$ cat src/rtl/flash_seq_pkg.sv
// Package: command codes, addresses, bus timing and status bit positions
package flash_seq_pkg;
	// ==========================================
	// Unlock pattern and commands
	localparam logic [11:0] unlock_addr_a = 12'h0555;
	localparam logic [11:0] unlock_addr_b = 12'h02AA;
	localparam logic [7:0] unlock_data_a = 8'h00AA;
	localparam logic [7:0] unlock_data_b = 8'h0055;
	localparam logic [7:0] cmd_erase_setup = 8'h0080;
	localparam logic [7:0] cmd_chip_erase = 8'h0010;
	localparam logic [7:0] cmd_sector_erase = 8'h0030;
	localparam logic [7:0] cmd_buffer_load = 8'h0025;
	localparam logic [7:0] cmd_buffer_confirm = 8'h0029;
	localparam logic [7:0] cmd_abort_reset = 8'h00F0;
	localparam logic [7:0] cmd_suspend = 8'h00B0;
	localparam logic [7:0] cmd_resume = 8'h0030;
	// ==========================================
	// Buffer geometry
	localparam int buffer_words = 16;
	localparam int page_low_bits = 4;
	// ==========================================
	// Status bit positions on the data lines
	localparam int data_poll_bit = 7;
	localparam int toggle_bit = 6;
	localparam int time_limit_flag = 5;
	localparam int erase_timer_flag = 3;
	localparam int erase_toggle_bit = 2;
	localparam int buffer_abort_flag = 1;
	// ==========================================
	// Timing at 40 MHz
	localparam int clock_mhz = 40;
	localparam int strobe_cycles = 4;
	localparam int window_us = 50;
	localparam int window_cycles = window_us * clock_mhz;
	localparam int suspend_max_us = 15;
	localparam int suspend_cycles = suspend_max_us * clock_mhz;
	// ==========================================
	// Software register map (word offsets as byte addresses)
	localparam logic [3:0] reg_command = 4'h0000;
	localparam logic [3:0] reg_address = 4'h0004;
	localparam logic [3:0] reg_data = 4'h0008;
	localparam logic [3:0] reg_status = 4'h000C;
	localparam logic [4:0] reg_buffer = 5'h0010;
	// Command register op codes
	localparam logic [2:0] op_buffer_program = 3'h0001;
	localparam logic [2:0] op_chip_erase = 3'h0002;
	localparam logic [2:0] op_sector_erase = 3'h0003;
	localparam logic [2:0] op_suspend = 3'h0004;
	localparam logic [2:0] op_resume = 3'h0005;
	localparam logic [2:0] op_abort_reset = 3'h0006;
	localparam logic [2:0] op_read = 3'h0007;
endpackage

$ cat src/rtl/flash_seq_if.sv
// Interface: buffer memory port between sequencer and word store
interface word_store_if #(parameter int depth_bits = 4, parameter int data_bits = 16);
	logic wr_en;
	logic [depth_bits-1:0] wr_addr;
	logic [data_bits-1:0] wr_data;
	logic [depth_bits-1:0] rd_addr;
	logic [data_bits-1:0] rd_data;
	modport master(output wr_en, output wr_addr, output wr_data, output rd_addr, input rd_data);
	modport store(input wr_en, input wr_addr, input wr_data, input rd_addr, output rd_data);
endinterface

$ cat src/rtl/word_store.sv
// Module: small word memory with registered read data
module word_store #(
	parameter int depth_bits = 4,
	parameter int data_bits = 16
) (
	// Clock
	input wire logic clock_in,
	// Port
	word_store_if.store port
);
	logic [data_bits-1:0] mem [0:(1<<depth_bits)-1];
	logic [data_bits-1:0] rd_q;
	always_ff @(posedge clock_in) begin
		if (port.wr_en) begin
			mem[port.wr_addr] <= port.wr_data;
		end
		rd_q <= mem[port.rd_addr];
	end
	assign port.rd_data = rd_q;
endmodule

$ cat src/rtl/flash_seq_host.sv
// Module: host-side sequencer driving flash command cycles from Avalon-MM orders
// Overview of operation
// [RL1] Each data load counts, repeats included
// [RL2] Last load to a location wins
// [RL3] Confirm at sector address after loads
// [RL4] Poll status at last loaded address
// [RL5] Device aborts on four buffer faults
// [RL6] Abort shows buffer flag, clear limit
// [RL7] Abort reset sequence before next operation
// [RL8] No query functions while programming
// [RL9] Program never turns zero into one
// [RL10] Suspend stops programming within 15 us
// [RL11] Suspended reads only unsuspended sectors
// [RL12] Identifier mode returns to suspend
// [RL13] Resume ignores address, repeats ignored
// [RL14] Buffer programming suspends like word programming
// [RL15] Chip erase is six write cycles
// [RL16] Erase preprograms itself, host does nothing
// [RL17] Erase done returns to array read
// [RL18] Chip erase ignores commands, reset aborts
// [RL19] Sector erase is six write cycles
// [RL20] Extra sectors within 50 us window
// [RL21] Other command in window aborts
// [RL22] Erase timer flag shows window expiry
// [RL23] Buffer holds 16, announce count minus one
// [RL24] Page fixed by first load address
// [RL25] B0 suspends, valid during sector erase
// [RL26] Unlock AA/555, 55/2AA, command codes
//
// The register offsets and register access over Avalon-MM were left to the implementer.
module flash_seq_host #(
	parameter int addr_bits = 22,
	parameter int window_cycles = flash_seq_pkg::window_cycles
) (
	// Clock and reset
	input wire logic clock_in,
	input wire logic rst_n_in,
	// Avalon-MM slave
	input wire logic [4:0] avs_address_in,
	input wire logic avs_read_in,
	input wire logic avs_write_in,
	input wire logic [31:0] avs_writedata_in,
	output logic [31:0] avs_readdata_out,
	output logic avs_waitrequest_out,
	// Flash pins
	output logic [addr_bits-1:0] flash_addr_out,
	input wire logic [15:0] flash_dq_in,
	output logic [15:0] flash_dq_out,
	output logic flash_dq_oe_out,
	output logic flash_ce_n_out,
	output logic flash_we_n_out,
	output logic flash_oe_n_out,
	output logic flash_reset_n_out
);
	typedef enum {idle_type_s, cyc_setup, cyc_strobe, cyc_hold, wait_window, done_s} st_type;
	st_type state, next_state;
	word_store_if #(.depth_bits(4), .data_bits(16)) ws();
	word_store #(.depth_bits(4), .data_bits(16)) store_u (.clock_in(clock_in), .port(ws));
	// ==========================================
	// Registers
	logic [2:0] op, next_op;
	logic [addr_bits-1:0] target, next_target;
	logic [4:0] count, next_count;
	logic [4:0] step, next_step;
	logic [4:0] last_step, next_last_step;
	logic [3:0] cnt, next_cnt;
	logic [15:0] win, next_win;
	logic [15:0] status, next_status;
	logic [15:0] cyc_data;
	logic [addr_bits-1:0] cyc_addr;
	logic is_read;
	logic busy;
	assign busy = (state != idle_type_s);
	// ==========================================
	// Cycle table per step
	function automatic logic [addr_bits+15:0] unlock(input logic [4:0] s);
		unlock = (s[0] == 1'b0) ? {addr_bits'(flash_seq_pkg::unlock_addr_a), 8'h0000, flash_seq_pkg::unlock_data_a}
			: {addr_bits'(flash_seq_pkg::unlock_addr_b), 8'h0000, flash_seq_pkg::unlock_data_b};
	endfunction
	always_comb begin
		logic [addr_bits+15:0] u;
		u = unlock(step);
		cyc_addr = u[addr_bits+15:16];
		cyc_data = u[15:0];
		is_read = 1'b0;
		unique case (op)
			flash_seq_pkg::op_buffer_program: begin
				if (step == 5'd2) begin
					cyc_addr = target;
					cyc_data = {8'h0000, flash_seq_pkg::cmd_buffer_load};
				end else if (step == 5'd3) begin
					cyc_addr = target;
					cyc_data = {11'h0000, count - 5'd1}; // see [RL23]
				end else if (step >= 5'd4 && step < last_step) begin
					// Page fixed by base; loads stay within it, see [RL24] [RL5]
					cyc_addr = {target[addr_bits-1:4], 4'(step - 5'd4)};
					cyc_data = ws.rd_data; // see [RL1] [RL2]
				end else if (step == last_step) begin
					cyc_addr = target;
					cyc_data = {8'h0000, flash_seq_pkg::cmd_buffer_confirm}; // see [RL3]
				end
			end
			flash_seq_pkg::op_chip_erase, flash_seq_pkg::op_sector_erase: begin
				// Six writes, see [RL15] [RL19] [RL26]
				if (step == 5'd2) begin
					cyc_data = {8'h0000, flash_seq_pkg::cmd_erase_setup};
				end else if (step == 5'd3 || step == 5'd4) begin
					u = unlock(step - 5'd3);
					cyc_addr = u[addr_bits+15:16];
					cyc_data = u[15:0];
				end else if (step >= 5'd5) begin
					cyc_addr = (op == flash_seq_pkg::op_chip_erase) ? addr_bits'(flash_seq_pkg::unlock_addr_a) : target;
					cyc_data = {8'h0000, (op == flash_seq_pkg::op_chip_erase) ? flash_seq_pkg::cmd_chip_erase
						: flash_seq_pkg::cmd_sector_erase};
				end
			end
			flash_seq_pkg::op_suspend: cyc_data = {8'h0000, flash_seq_pkg::cmd_suspend}; // see [RL25] [RL10] [RL14]
			flash_seq_pkg::op_resume: cyc_data = {8'h0000, flash_seq_pkg::cmd_resume}; // see [RL13]
			flash_seq_pkg::op_abort_reset: begin
				if (step == 5'd2) begin
					cyc_data = {8'h0000, flash_seq_pkg::cmd_abort_reset}; // see [RL7]
				end
			end
			flash_seq_pkg::op_read: begin
				cyc_addr = target; // see [RL4]
				is_read = 1'b1;
			end
			default: ;
		endcase
	end
	// ==========================================
	// Sequencer
	logic wr_hit;
	logic wr_any_sector;
	assign wr_hit = avs_write_in && !busy;
	assign wr_any_sector = avs_write_in && state == wait_window && avs_address_in == 5'(flash_seq_pkg::reg_address)
		&& 32'(win) < window_cycles - 1;
	assign ws.wr_en = wr_hit && avs_address_in[4];
	assign ws.wr_addr = avs_address_in[3:0];
	assign ws.wr_data = avs_writedata_in[15:0];
	assign ws.rd_addr = 4'(step - 5'd4);
	always_comb begin
		next_state = state;
		next_op = op;
		next_target = target;
		next_count = count;
		next_step = step;
		next_last_step = last_step;
		next_cnt = cnt;
		next_win = win;
		next_status = status;
		unique case (state)
			idle_type_s: begin
				if (wr_hit && avs_address_in == 5'(flash_seq_pkg::reg_address)) begin
					next_target = avs_writedata_in[addr_bits-1:0];
				end
				if (wr_hit && avs_address_in == 5'(flash_seq_pkg::reg_data)) begin
					next_count = (avs_writedata_in[4:0] > 5'd16) ? 5'd16 : avs_writedata_in[4:0];
				end
				if (wr_hit && avs_address_in == 5'(flash_seq_pkg::reg_command)) begin
					next_op = avs_writedata_in[2:0];
					next_step = 5'd0;
					next_cnt = 4'd0;
					unique case (avs_writedata_in[2:0])
						flash_seq_pkg::op_buffer_program: next_last_step = 5'd4 + count;
						flash_seq_pkg::op_chip_erase, flash_seq_pkg::op_sector_erase: next_last_step = 5'd5;
						flash_seq_pkg::op_abort_reset: next_last_step = 5'd2;
						default: next_last_step = 5'd0;
					endcase
					next_state = (avs_writedata_in[2:0] == 3'h0000) ? idle_type_s : cyc_setup;
				end
			end
			cyc_setup: begin
				next_cnt = cnt + 4'd1;
				if (cnt == 4'(flash_seq_pkg::strobe_cycles - 1)) begin
					next_cnt = 4'd0;
					next_state = cyc_strobe;
				end
			end
			cyc_strobe: begin
				next_cnt = cnt + 4'd1;
				if (cnt == 4'(flash_seq_pkg::strobe_cycles - 1)) begin
					next_cnt = 4'd0;
					next_state = cyc_hold;
					if (is_read) begin
						next_status = flash_dq_in; // see [RL6] [RL9] [RL17] [RL22]
					end
				end
			end
			cyc_hold: begin
				next_cnt = cnt + 4'd1;
				if (cnt == 4'(flash_seq_pkg::strobe_cycles - 1)) begin
					next_cnt = 4'd0;
					if (step == last_step) begin
						next_win = 16'h0000;
						next_state = (op == flash_seq_pkg::op_sector_erase) ? wait_window : done_s;
					end else begin
						next_step = step + 5'd1;
						next_state = cyc_setup;
					end
				end
			end
			wait_window: begin
				// Hold off other orders until acceptance window closes, see [RL20] [RL21]
				next_win = win + 16'h0001;
				if (wr_any_sector) begin
					next_target = avs_writedata_in[addr_bits-1:0];
					next_step = 5'd5;
					next_state = cyc_setup;
				end else if (32'(win) >= window_cycles - 1) begin
					next_state = done_s;
				end
			end
			done_s: next_state = idle_type_s; // see [RL16] [RL18] [RL8] [RL11] [RL12]
			default: next_state = idle_type_s;
		endcase
	end
	always_ff @(posedge clock_in) begin
		if (!rst_n_in) begin
			state <= idle_type_s;
			op <= 3'h0000;
			target <= '0;
			count <= 5'd1;
			step <= 5'd0;
			last_step <= 5'd0;
			cnt <= 4'd0;
			win <= 16'h0000;
			status <= 16'h0000;
		end else begin
			state <= next_state;
			op <= next_op;
			target <= next_target;
			count <= next_count;
			step <= next_step;
			last_step <= next_last_step;
			cnt <= next_cnt;
			win <= next_win;
			status <= next_status;
		end
	end
	// ==========================================
	// Pins and bus answers
	always_ff @(posedge clock_in) begin
		if (!rst_n_in) begin
			flash_addr_out <= '0;
			flash_dq_out <= 16'h0000;
			flash_dq_oe_out <= 1'b0;
			flash_ce_n_out <= 1'b1;
			flash_we_n_out <= 1'b1;
			flash_oe_n_out <= 1'b1;
			flash_reset_n_out <= 1'b0;
		end else begin
			flash_reset_n_out <= 1'b1;
			flash_addr_out <= cyc_addr;
			flash_dq_out <= cyc_data;
			flash_dq_oe_out <= (next_state == cyc_setup || next_state == cyc_strobe || next_state == cyc_hold) && !is_read;
			flash_ce_n_out <= !(next_state == cyc_strobe || next_state == cyc_setup || next_state == cyc_hold);
			flash_we_n_out <= !(next_state == cyc_strobe && !is_read);
			flash_oe_n_out <= !(next_state == cyc_strobe && is_read);
		end
	end
	assign avs_waitrequest_out = (avs_read_in || avs_write_in) && busy && !(state == wait_window && wr_any_sector);
	always_comb begin
		avs_readdata_out = 32'h0000_0000;
		if (avs_address_in == 5'(flash_seq_pkg::reg_status)) begin
			avs_readdata_out = {15'h0000, busy, status};
		end else if (avs_address_in == 5'(flash_seq_pkg::reg_address)) begin
			avs_readdata_out = 32'(target);
		end
	end
	// ==========================================
	// Checks
	write_strobe_a: assert property (@(posedge clock_in) disable iff (!rst_n_in) // see [RL26]
		!flash_we_n_out |-> !flash_ce_n_out && flash_dq_oe_out) else $error("we without ce");
	no_overlap_a: assert property (@(posedge clock_in) disable iff (!rst_n_in) // see [RL4]
		!(flash_we_n_out == 1'b0 && flash_oe_n_out == 1'b0)) else $error("we and oe low");
	confirm_data_a: assert property (@(posedge clock_in) disable iff (!rst_n_in) // see [RL3]
		(state == cyc_strobe && op == flash_seq_pkg::op_buffer_program && step == last_step)
		|-> flash_addr_out == target && flash_dq_out[7:0] == flash_seq_pkg::cmd_buffer_confirm)
		else $error("bad confirm");
	count_word_a: assert property (@(posedge clock_in) disable iff (!rst_n_in) // see [RL23]
		(state == cyc_strobe && op == flash_seq_pkg::op_buffer_program && step == 5'd3)
		|-> flash_dq_out == 16'(count - 5'd1)) else $error("bad count");
	page_fixed_a: assert property (@(posedge clock_in) disable iff (!rst_n_in) // see [RL24]
		(state == cyc_strobe && op == flash_seq_pkg::op_buffer_program && step >= 5'd4 && step < last_step)
		|-> flash_addr_out[addr_bits-1:4] == target[addr_bits-1:4]) else $error("page left");
	chip_final_a: assert property (@(posedge clock_in) disable iff (!rst_n_in) // see [RL15]
		(state == cyc_strobe && op == flash_seq_pkg::op_chip_erase && step == 5'd5)
		|-> flash_dq_out[7:0] == flash_seq_pkg::cmd_chip_erase) else $error("bad chip erase");
	sector_final_a: assert property (@(posedge clock_in) disable iff (!rst_n_in) // see [RL19]
		(state == cyc_strobe && op == flash_seq_pkg::op_sector_erase && step == 5'd5)
		|-> flash_addr_out == target && flash_dq_out[7:0] == flash_seq_pkg::cmd_sector_erase)
		else $error("bad sector");
	setup_cmd_a: assert property (@(posedge clock_in) disable iff (!rst_n_in) // see [RL15]
		(state == cyc_strobe && (op == flash_seq_pkg::op_chip_erase || op == flash_seq_pkg::op_sector_erase)
		&& step == 5'd2) |-> flash_dq_out[7:0] == flash_seq_pkg::cmd_erase_setup) else $error("bad setup");
	window_bound_a: assert property (@(posedge clock_in) disable iff (!rst_n_in) // see [RL20]
		state == wait_window |-> 32'(win) < window_cycles) else $error("window overrun");
	cover_buffer_c: cover property (@(posedge clock_in) state == cyc_hold && op == flash_seq_pkg::op_buffer_program);
	cover_sector_c: cover property (@(posedge clock_in) state == wait_window);
	cover_chip_c: cover property (@(posedge clock_in) state == done_s && op == flash_seq_pkg::op_chip_erase);
endmodule

$ cat config.mk
export PLATFORM = sky130hd
export DESIGN_NAME = flash_seq_host
export DESIGN_NICKNAME = d
export VERILOG_FILES = /design/src/rtl/flash_seq_pkg.sv /design/src/rtl/flash_seq_if.sv /design/src/rtl/word_store.sv /design/src/rtl/flash_seq_host.sv
export SDC_FILE = /design/constraint.sdc
export NUM_CORES = 1
export LEC_CHECK = 0
export BUFFER_PORTS_ARGS = -buffer_cell sky130_fd_sc_hd__buf_2
export CORE_ASPECT_RATIO = 1.75
export CORE_MARGIN = 8
export CORE_UTILIZATION = 25
export DETAILED_ROUTE_END_ITERATION = 12
export PLACE_DENSITY = 0.38
export SYNTH_ARGS = -nofsm -noshare
export SYNTH_HDL_FRONTEND = slang
export SYNTH_HIERARCHICAL = 1
export SYNTH_SLANG_ARGS = --single-unit
$ cat constraint.sdc
create_clock -name clock_in -period 8.67 [get_ports clock_in]
set_input_delay 0.867 -clock clock_in [delete_from_list [all_inputs] [get_ports clock_in]]
set_output_delay 0.867 -clock clock_in [all_outputs]
set_load 0.005 [all_outputs]
# --- Word-level counts from Yosys, hierarchy flattened ---
# Memory sizes are Yosys's and may differ from the RTL's. A register that Yosys moved wholly into a read port is not among the register bits.
# Index checks and enable logic that the tools add are counted.
word_totals:
  register_bits: 151
  mem_bits_rw: 256
  inputBits: 57
  word_cells: 159
  n_memories: 1
op_classes:
  n_addsub: 7
  n_lt_le_gt_ge: 6
  eq_ne: 33
  mux: 53
  n_reduce_logical: 43
mem_list:
  columns: ["name", "depth", "word_bits", "read_ports", "rd_clocked_by_memory_dff", "wr", "line_no", "source"]
  rows:
  - ["store_u.mem", 16, 16, 1, 1, 1, "word_store.sv:11", "logic [data_bits-1:0] mem [0:(1<<depth_bits)-1];"]
ops:
  columns: ["operator", "n"]
  rows:
  - ["two-way mux 22 bit", 12]
  - ["two-way mux 32 bit", 6]
  - ["two-way mux 16 bit", 10]
  - ["one-hot mux 32 bit (5 select lines)", 1]
  - ["equality test 32 x 2 -> 1 bit, second input constant", 3]
  - ["equality test 32 x 3 -> 1 bit, second input constant", 3]
  - ["one-hot mux 16 bit (5 select lines)", 1]
  - ["one-hot mux 22 bit (3 select lines)", 1]
  - ["two-way mux 27 bit", 2]
  - ["one-hot mux 22 bit (2 select lines)", 1]
  - ["equality test 32 x 1 -> 1 bit, second input constant", 1]
  - ["equality test 32 x 4 -> 1 bit, second input constant", 1]
  - ["zero test 32 bit", 1]
  - ["one-hot mux 16 bit (2 select lines)", 1]
  - ["nonzero test 32 bit", 1]
  - ["one-hot mux 5 bit (3 select lines)", 2]
  - ["two-way mux 5 bit", 5]
  - ["adder 16 x 1 -> 16 bit, second input constant", 1]
  - [">= comparator 16 x 11 -> 1 bit, second input constant", 1]
  - ["less-than comparator 16 x 11 -> 1 bit, second input constant", 1]
  - ["equality test 3 bit, second input constant", 5]
  - ["logical AND 1 bit", 15]
  - ["equality test 3 x 2 -> 1 bit, second input constant", 4]
  - ["inequality test 2 bit, second input constant", 6]
  - ["other kinds (31)", 57]

# --- Depth between registers and ports, before layout ---
logic_depth:
  ltp_word: 10
  ltp_mapped: 11

# --- Hierarchy ---
# Netlist, hierarchy kept.
modules_own_cells:
  columns: ["module", "n_inst", "cells_per_inst", "area_per_inst_um2", "seq_area_each_um2"]
  rows:
  - ["word_store", 1, 432, 10042.1, 8007.7]
  - ["flash_seq_host", 1, 838, 7136.8, 3022.9]

# --- Least setup slack after synthesis ---
# No wires, ideal clock.
synth_path:
  path_kind: "register to register"
  startpoint: "register state[14]"
  endpoint: "memory store_u.mem[0][0], enable pin"
  t_arrival_ns: 3.060
  t_required_ns: 8.261
  path_slack_ns: 5.201
  path_stages_with_launch: 8
  cell_sequence: "dfxtp_1 nor4_4 and4_4 and3_1 buf_2 and4_1 or3b_2 nor3_1"
synth_between:
  elab_chain_len: 6
synth_rtl:
  columns: ["item", "line_no", "source"]
  rows:
  - ["start: declaration", "flash_seq_host.sv:56", "st_type state, next_state;"]
  - ["start signal: assignment", "flash_seq_host.sv:220", "state <= idle_type_s;"]
  - ["start signal: assignment", "flash_seq_host.sv:230", "state <= next_state;"]
  - ["nonzero test 32 bit", "flash_seq_host.sv:73", "assign busy = (state != idle_type_s);"]
  - ["zero test 1 bit", "flash_seq_host.sv:135", "assign wr_hit = avs_write_in && !busy;"]
  - ["logical AND 1 bit", "flash_seq_host.sv:135", null]
  - ["logical AND 1 bit", "flash_seq_host.sv:138", "assign ws.wr_en = wr_hit && avs_address_in[4];"]
  - ["named net ws.wr_en", "flash_seq_if.sv:3", "logic wr_en;"]
  - ["two-way mux 1 bit", "word_store.sv:14", "if (port.wr_en) begin"]
  - ["two-way mux 1 bit (not written as such)", "word_store.sv:15", "mem[port.wr_addr] <= port.wr_data;"]
  - ["end: declaration", "word_store.sv:11", null]
# The timed path passes the listed nets, and every way through them passes these cells.

# --- Final worst setup path ---
layout_path:
  startpoint: "register step[0]"
  endpoint: "register flash_dq_out[11]"
layout_between:
  elab_chain_len: 6
  word_cells_on_any_way: 18
  classes_between: "order compare: 3; eq/ne: 4; mux: 9; reduce/logical: 2"
layout_rtl:
  columns: ["item", "line_no", "source"]
  rows:
  - ["start: declaration", "flash_seq_host.sv:64", "logic [4:0] step, next_step;"]
  - ["start signal: assignment", "flash_seq_host.sv:234", "step <= next_step;"]
  - [">= comparator 5 x 3 -> 1 bit, or another cell as far along", "flash_seq_host.sv:94", "end else if (step >= 5'd4 && step < last_step) begin"]
  - ["logical AND 1 bit or two-way mux 16 bit (tied branches)", "flash_seq_host.sv:94, flash_seq_host.sv:98", null]
  - ["two-way mux 16 bit", "flash_seq_host.sv:94", null]
  - ["two-way mux 16 bit", "flash_seq_host.sv:91", "end else if (step == 5'd3) begin"]
  - ["two-way mux 16 bit", "flash_seq_host.sv:88", "if (step == 5'd2) begin"]
  - ["one-hot mux 16 bit (5 select lines) (*)", "flash_seq_host.sv:86", "unique case (op)"]
  - ["end signal: assignment", "flash_seq_host.sv:255", "flash_dq_out <= cyc_data;"]
  - ["end: declaration", "flash_seq_host.sv:48", "output logic [15:0] flash_dq_out,"]
# Every way passes the cells marked *; elsewhere a longest branch is shown, timed or not.
# A chain may end at the register's enable or synchronous reset.

==> summary by stage <==
Routing
The number of antenna-violating nets in the routed design is 0. In the final routed layout, each cell accounts on average for 22.9 microns. For this block, the initial DRC count from the detailed router was just under 800. In the routed layout, each cell is associated on average with a via count of 4.68. Before antenna repair, the detailed router went through 5 iterations. The number of vias in the routed layout is 10,986. In the routed design, unresolved DRC markers number 0.

The total wirelength of the detailed-routed design is 53.8 mm.

Setup path
STA classifies the critical path startpoint as a flop. For the worst setup path, the data arrival time is 4.56 ns. The maximum net fanout on the critical path is 35. At the worst endpoint, the required time is just over 9 ns.

The worst setup path category is flop to flop. The slowest stage of the critical path is the sky130_fd_sc_hd__dfxtp_4 cell. The kind of cell with the highest combined delay along the critical path is simple AND/OR/NAND/NOR gates. STA classifies the critical path endpoint as a flop. The number of buffer and inverter stages on the critical path is 1. The signal on the critical path passes through inv_1, ha_1, nand3b_1, nand2_1, nor2_1, nand2_1, nor2_1, and2_1. The largest single stage delay on the critical path is 0.83 ns.

Timing
The final count of pins violating max slew is 0. Setup violations remaining at the end of the flow were counted as 0. The routed design could run at a clock period as short as 4.07 ns. The upper clock frequency limit is 0.246 GHz. The slack of the critical path is between 4 and 5 ns. The worst path uses 46.9% of the clock period. The final worst clock skew is 0.0160 ns.

Adding up every negative setup slack in the final design gives 0 ns. Setup repair after global routing left no endpoint under its margin. The worst hold margin is 0.433 ns.

The tightest slew margin relative to the limit is 19.3%. The hold violation count in the final report is 0. For the pin with the worst max-slew slack, the measured transition is 1.21 ns.

Pwr
Overall power consumption after layout is estimated at 4.16 mW. The static power due to leakage is approximately 6.9 nW. The worst vdd rail ir drop is ~0.13 mV. The power density over the cells is 205 nW/um^2.

Cells and area
The leading cell type in the layout, fill and taps excluded is sky130_fd_sc_hd__edfxtp_1. In the layout the commonest cells are 256 x sky130_fd_sc_hd__edfxtp_1, 165 x sky130_fd_sc_hd__dfxtp_1, 134 x sky130_fd_sc_hd__nand2_1. The layout cell share with drive strength beyond 1 is 21.1%.

The final layout contains 1,480 nets. After the flow finishes, the layout carries non-filler instances totaling 2,346. The relative area change from synthesis to final layout is 18.2%.

Global route
The number of global-route vias before repair is 11,384. The number of antenna violations at the first check in global routing was 4. The wire length of the first global-routing pass is 79.2 mm. Across every metal layer, demand over resource in global routing totals about 14%. After global routing the overflow that remains totals 0.

Entering global routing, the biggest net connects 54 pins.

Logic synthesis
The cell taking the most area after synthesis is sky130_fd_sc_hd__edfxtp_1. The mean instance size in the synthesized netlist is 13.5 sq um. The synthesized netlist contains 86 unique library cells. The Yosys step of the flow raised 6 warnings. The register bit total from synthesis is between 400 and 500. The dominant synthesized flop cell is sky130_fd_sc_hd__edfxtp_1. After synthesis, the cell types taking the most area are sky130_fd_sc_hd__edfxtp_1 45%, sky130_fd_sc_hd__dfxtp_1 19%, sky130_fd_sc_hd__mux4_2 7.1%.

The number of cells produced by synthesis is 1,270. The number of synthesized flops with an enable pin is 256. The top-area cell type share of the netlist area is 44.7%. Counting flops with an async set or reset pin after synthesis yields a share of 0%.

The synthesized area is 17,200 sq um. Of the synthesized area, sequential elements account for between 60% and 70%.

Clock network
The H-tree was split into 2 levels. The number of setup buffers added after CTS is 0. The clock drives 423 sinks.

The clock insertion delay at the later pin of the skew report is 0.57 ns. The number of buffers inserted during clock tree synthesis is 44. Clock-pin slew was measured on the worst setup and hold paths at 0.06 ns. The number of buffers inserted for hold repair after clock tree synthesis is 0. The TritonCTS clock tree is yes.

Gates resized during post-CTS repair numbered 0. The root buffer cell chosen for the clock tree is sky130_fd_sc_hd__clkbuf_16. The longest clock path from root to sink contains 3 buffers.

Floorplan
For this configuration, the core starts out at a cell density of 25.1%. In this run the core area contains roughly 130 standard-cell rows. The die covers 77,700 sq um. From left edge to right edge, the die measures between 200 and 250 microns.

The number of primary I/O pins is 133. From bottom edge to top edge, the die measures 363 microns. In this run the standard cell core region covers 68,300 sq um.

Job
The number of maximum-capacitance constraint violations is 0.

Placed design
The post-DP HPWL is between 30 and 40 mm. The total of buffers placed on input and output ports is 112. The last weighted congestion value of the routability-driven placer is roughly 0.85. The number of cells in the design after placement is 2,263. The worst setup slack after placement is 4.51 ns.

Run status
The flow ran to the end, and the final reports show no timing, DRC or antenna violations.

Worst hold path
The path class of the tightest hold or removal check is flop to flop.
[metal layers]
metal	share of wire, %	up-vias	wire [microns]	track usage [%]
met2	53	237	28700	25.6
met3	3.9	80	2110	2.43
met4	2.8	0	1500	4.54
met1	40	5605	21500	15.3
li1	-	5064	-	-
met5	0	-	0	0
[registers in the layout, indices dropped and copies added (netlist names)]
| register | flops |
|---|---|
| step | 5 |
| cnt | 4 |
| flash_dq_oe_out | 1 |
| flash_addr_out | 22 |
| store_u/port.rd_data | 16 |
| count | 5 |
| state | 32 |
| target | 22 |
| last_step | 5 |
| status | 16 |
| flash_ce_n_out | 1 |
| store_u/mem | 256 |
| flash_we_n_out | 1 |
| flash_oe_n_out | 1 |
| win | 16 |
| op | 3 |
| flash_dq_out | 16 |
| flash_reset_n_out | 1 |
[synth_stat cells, drive strengths merged (8+ instances only)]
cell,number
edfxtp,256
dfxtp,167
nand2,134
nor2,84
mux4,64
o21ai,55
a21oi,53
buf,43
clkbuf,40
nand3,40
a22oi,34
nor3,27
inv,25
nand4,18
ha,17
a22o,16
and2,15
nor4,15
and3,11
a211oi,9
a31oi,9
xnor2,9
and4,8
nor2b,8
xor2,8
[layout make-up]
cell class | instances | area [sq um]
antenna | 3 | 7.51
sequential | 423 | 11000
tap | 903 | 1130
clock inverter | 14 | 199
timing repair buffer | 135 | 733
clock buffer | 66 | 1270
inverter | 25 | 93.8
multi-input combinational | 777 | 5840
fill | 7009 | 48000
[final timing paths]
path / start / end / slack [ns] / cells after the start
worst max-delay path: step[0] / flash_dq_out[11] / 4.60 / 8
worst min-delay path: store_u/port.rd_data[12] / flash_dq_out[12] / 0.43 / 1
worst max register to register: step[0] / flash_dq_out[11] / 4.60 / 8
worst min register to register: store_u/port.rd_data[12] / flash_dq_out[12] / 0.43 / 1
[power breakdown]
part	internal [mW]	total (mW)	switching [mW]
Combinational	0.0169	0.0744	0.0576
Clock	1.14	1.94	0.802
Sequential	2.14	2.15	0.00803
Total	3.29	4.16	0.868
[cells by family (layout without fill, tap and decap cells)]
| kind of cell | after synthesis | in the layout | share of synthesized area (%) |
|---|---|---|---|
| adders and majority gates | 17 | 17 | 1.24 |
| AOI/OAI and AO/OA | 239 | 239 | 9.46 |
| other | 1 | 42 | 0.0218 |
| DFF | 423 | 423 | 64.2 |
| muxes | 68 | 68 | 8.84 |
| and+or+nand+nor | 397 | 397 | 12.3 |
| buffers and inverters | 108 | 240 | 3.06 |
| xor gates and xnor gates | 17 | 17 | 0.867 |
[metrics by stage]
stage / cell area (sq um) / utilization, %
4_1_cts: 20300 / 29.7
3_3_place_gp: 18800 / 27.6
2_1_floorplan: 17300 / -
6_report: 20300 / 29.7
3_5_place_dp: 18800 / 27.6
5_1_grt: 20300 / 29.7
Power figures use the tool's default switching activity.
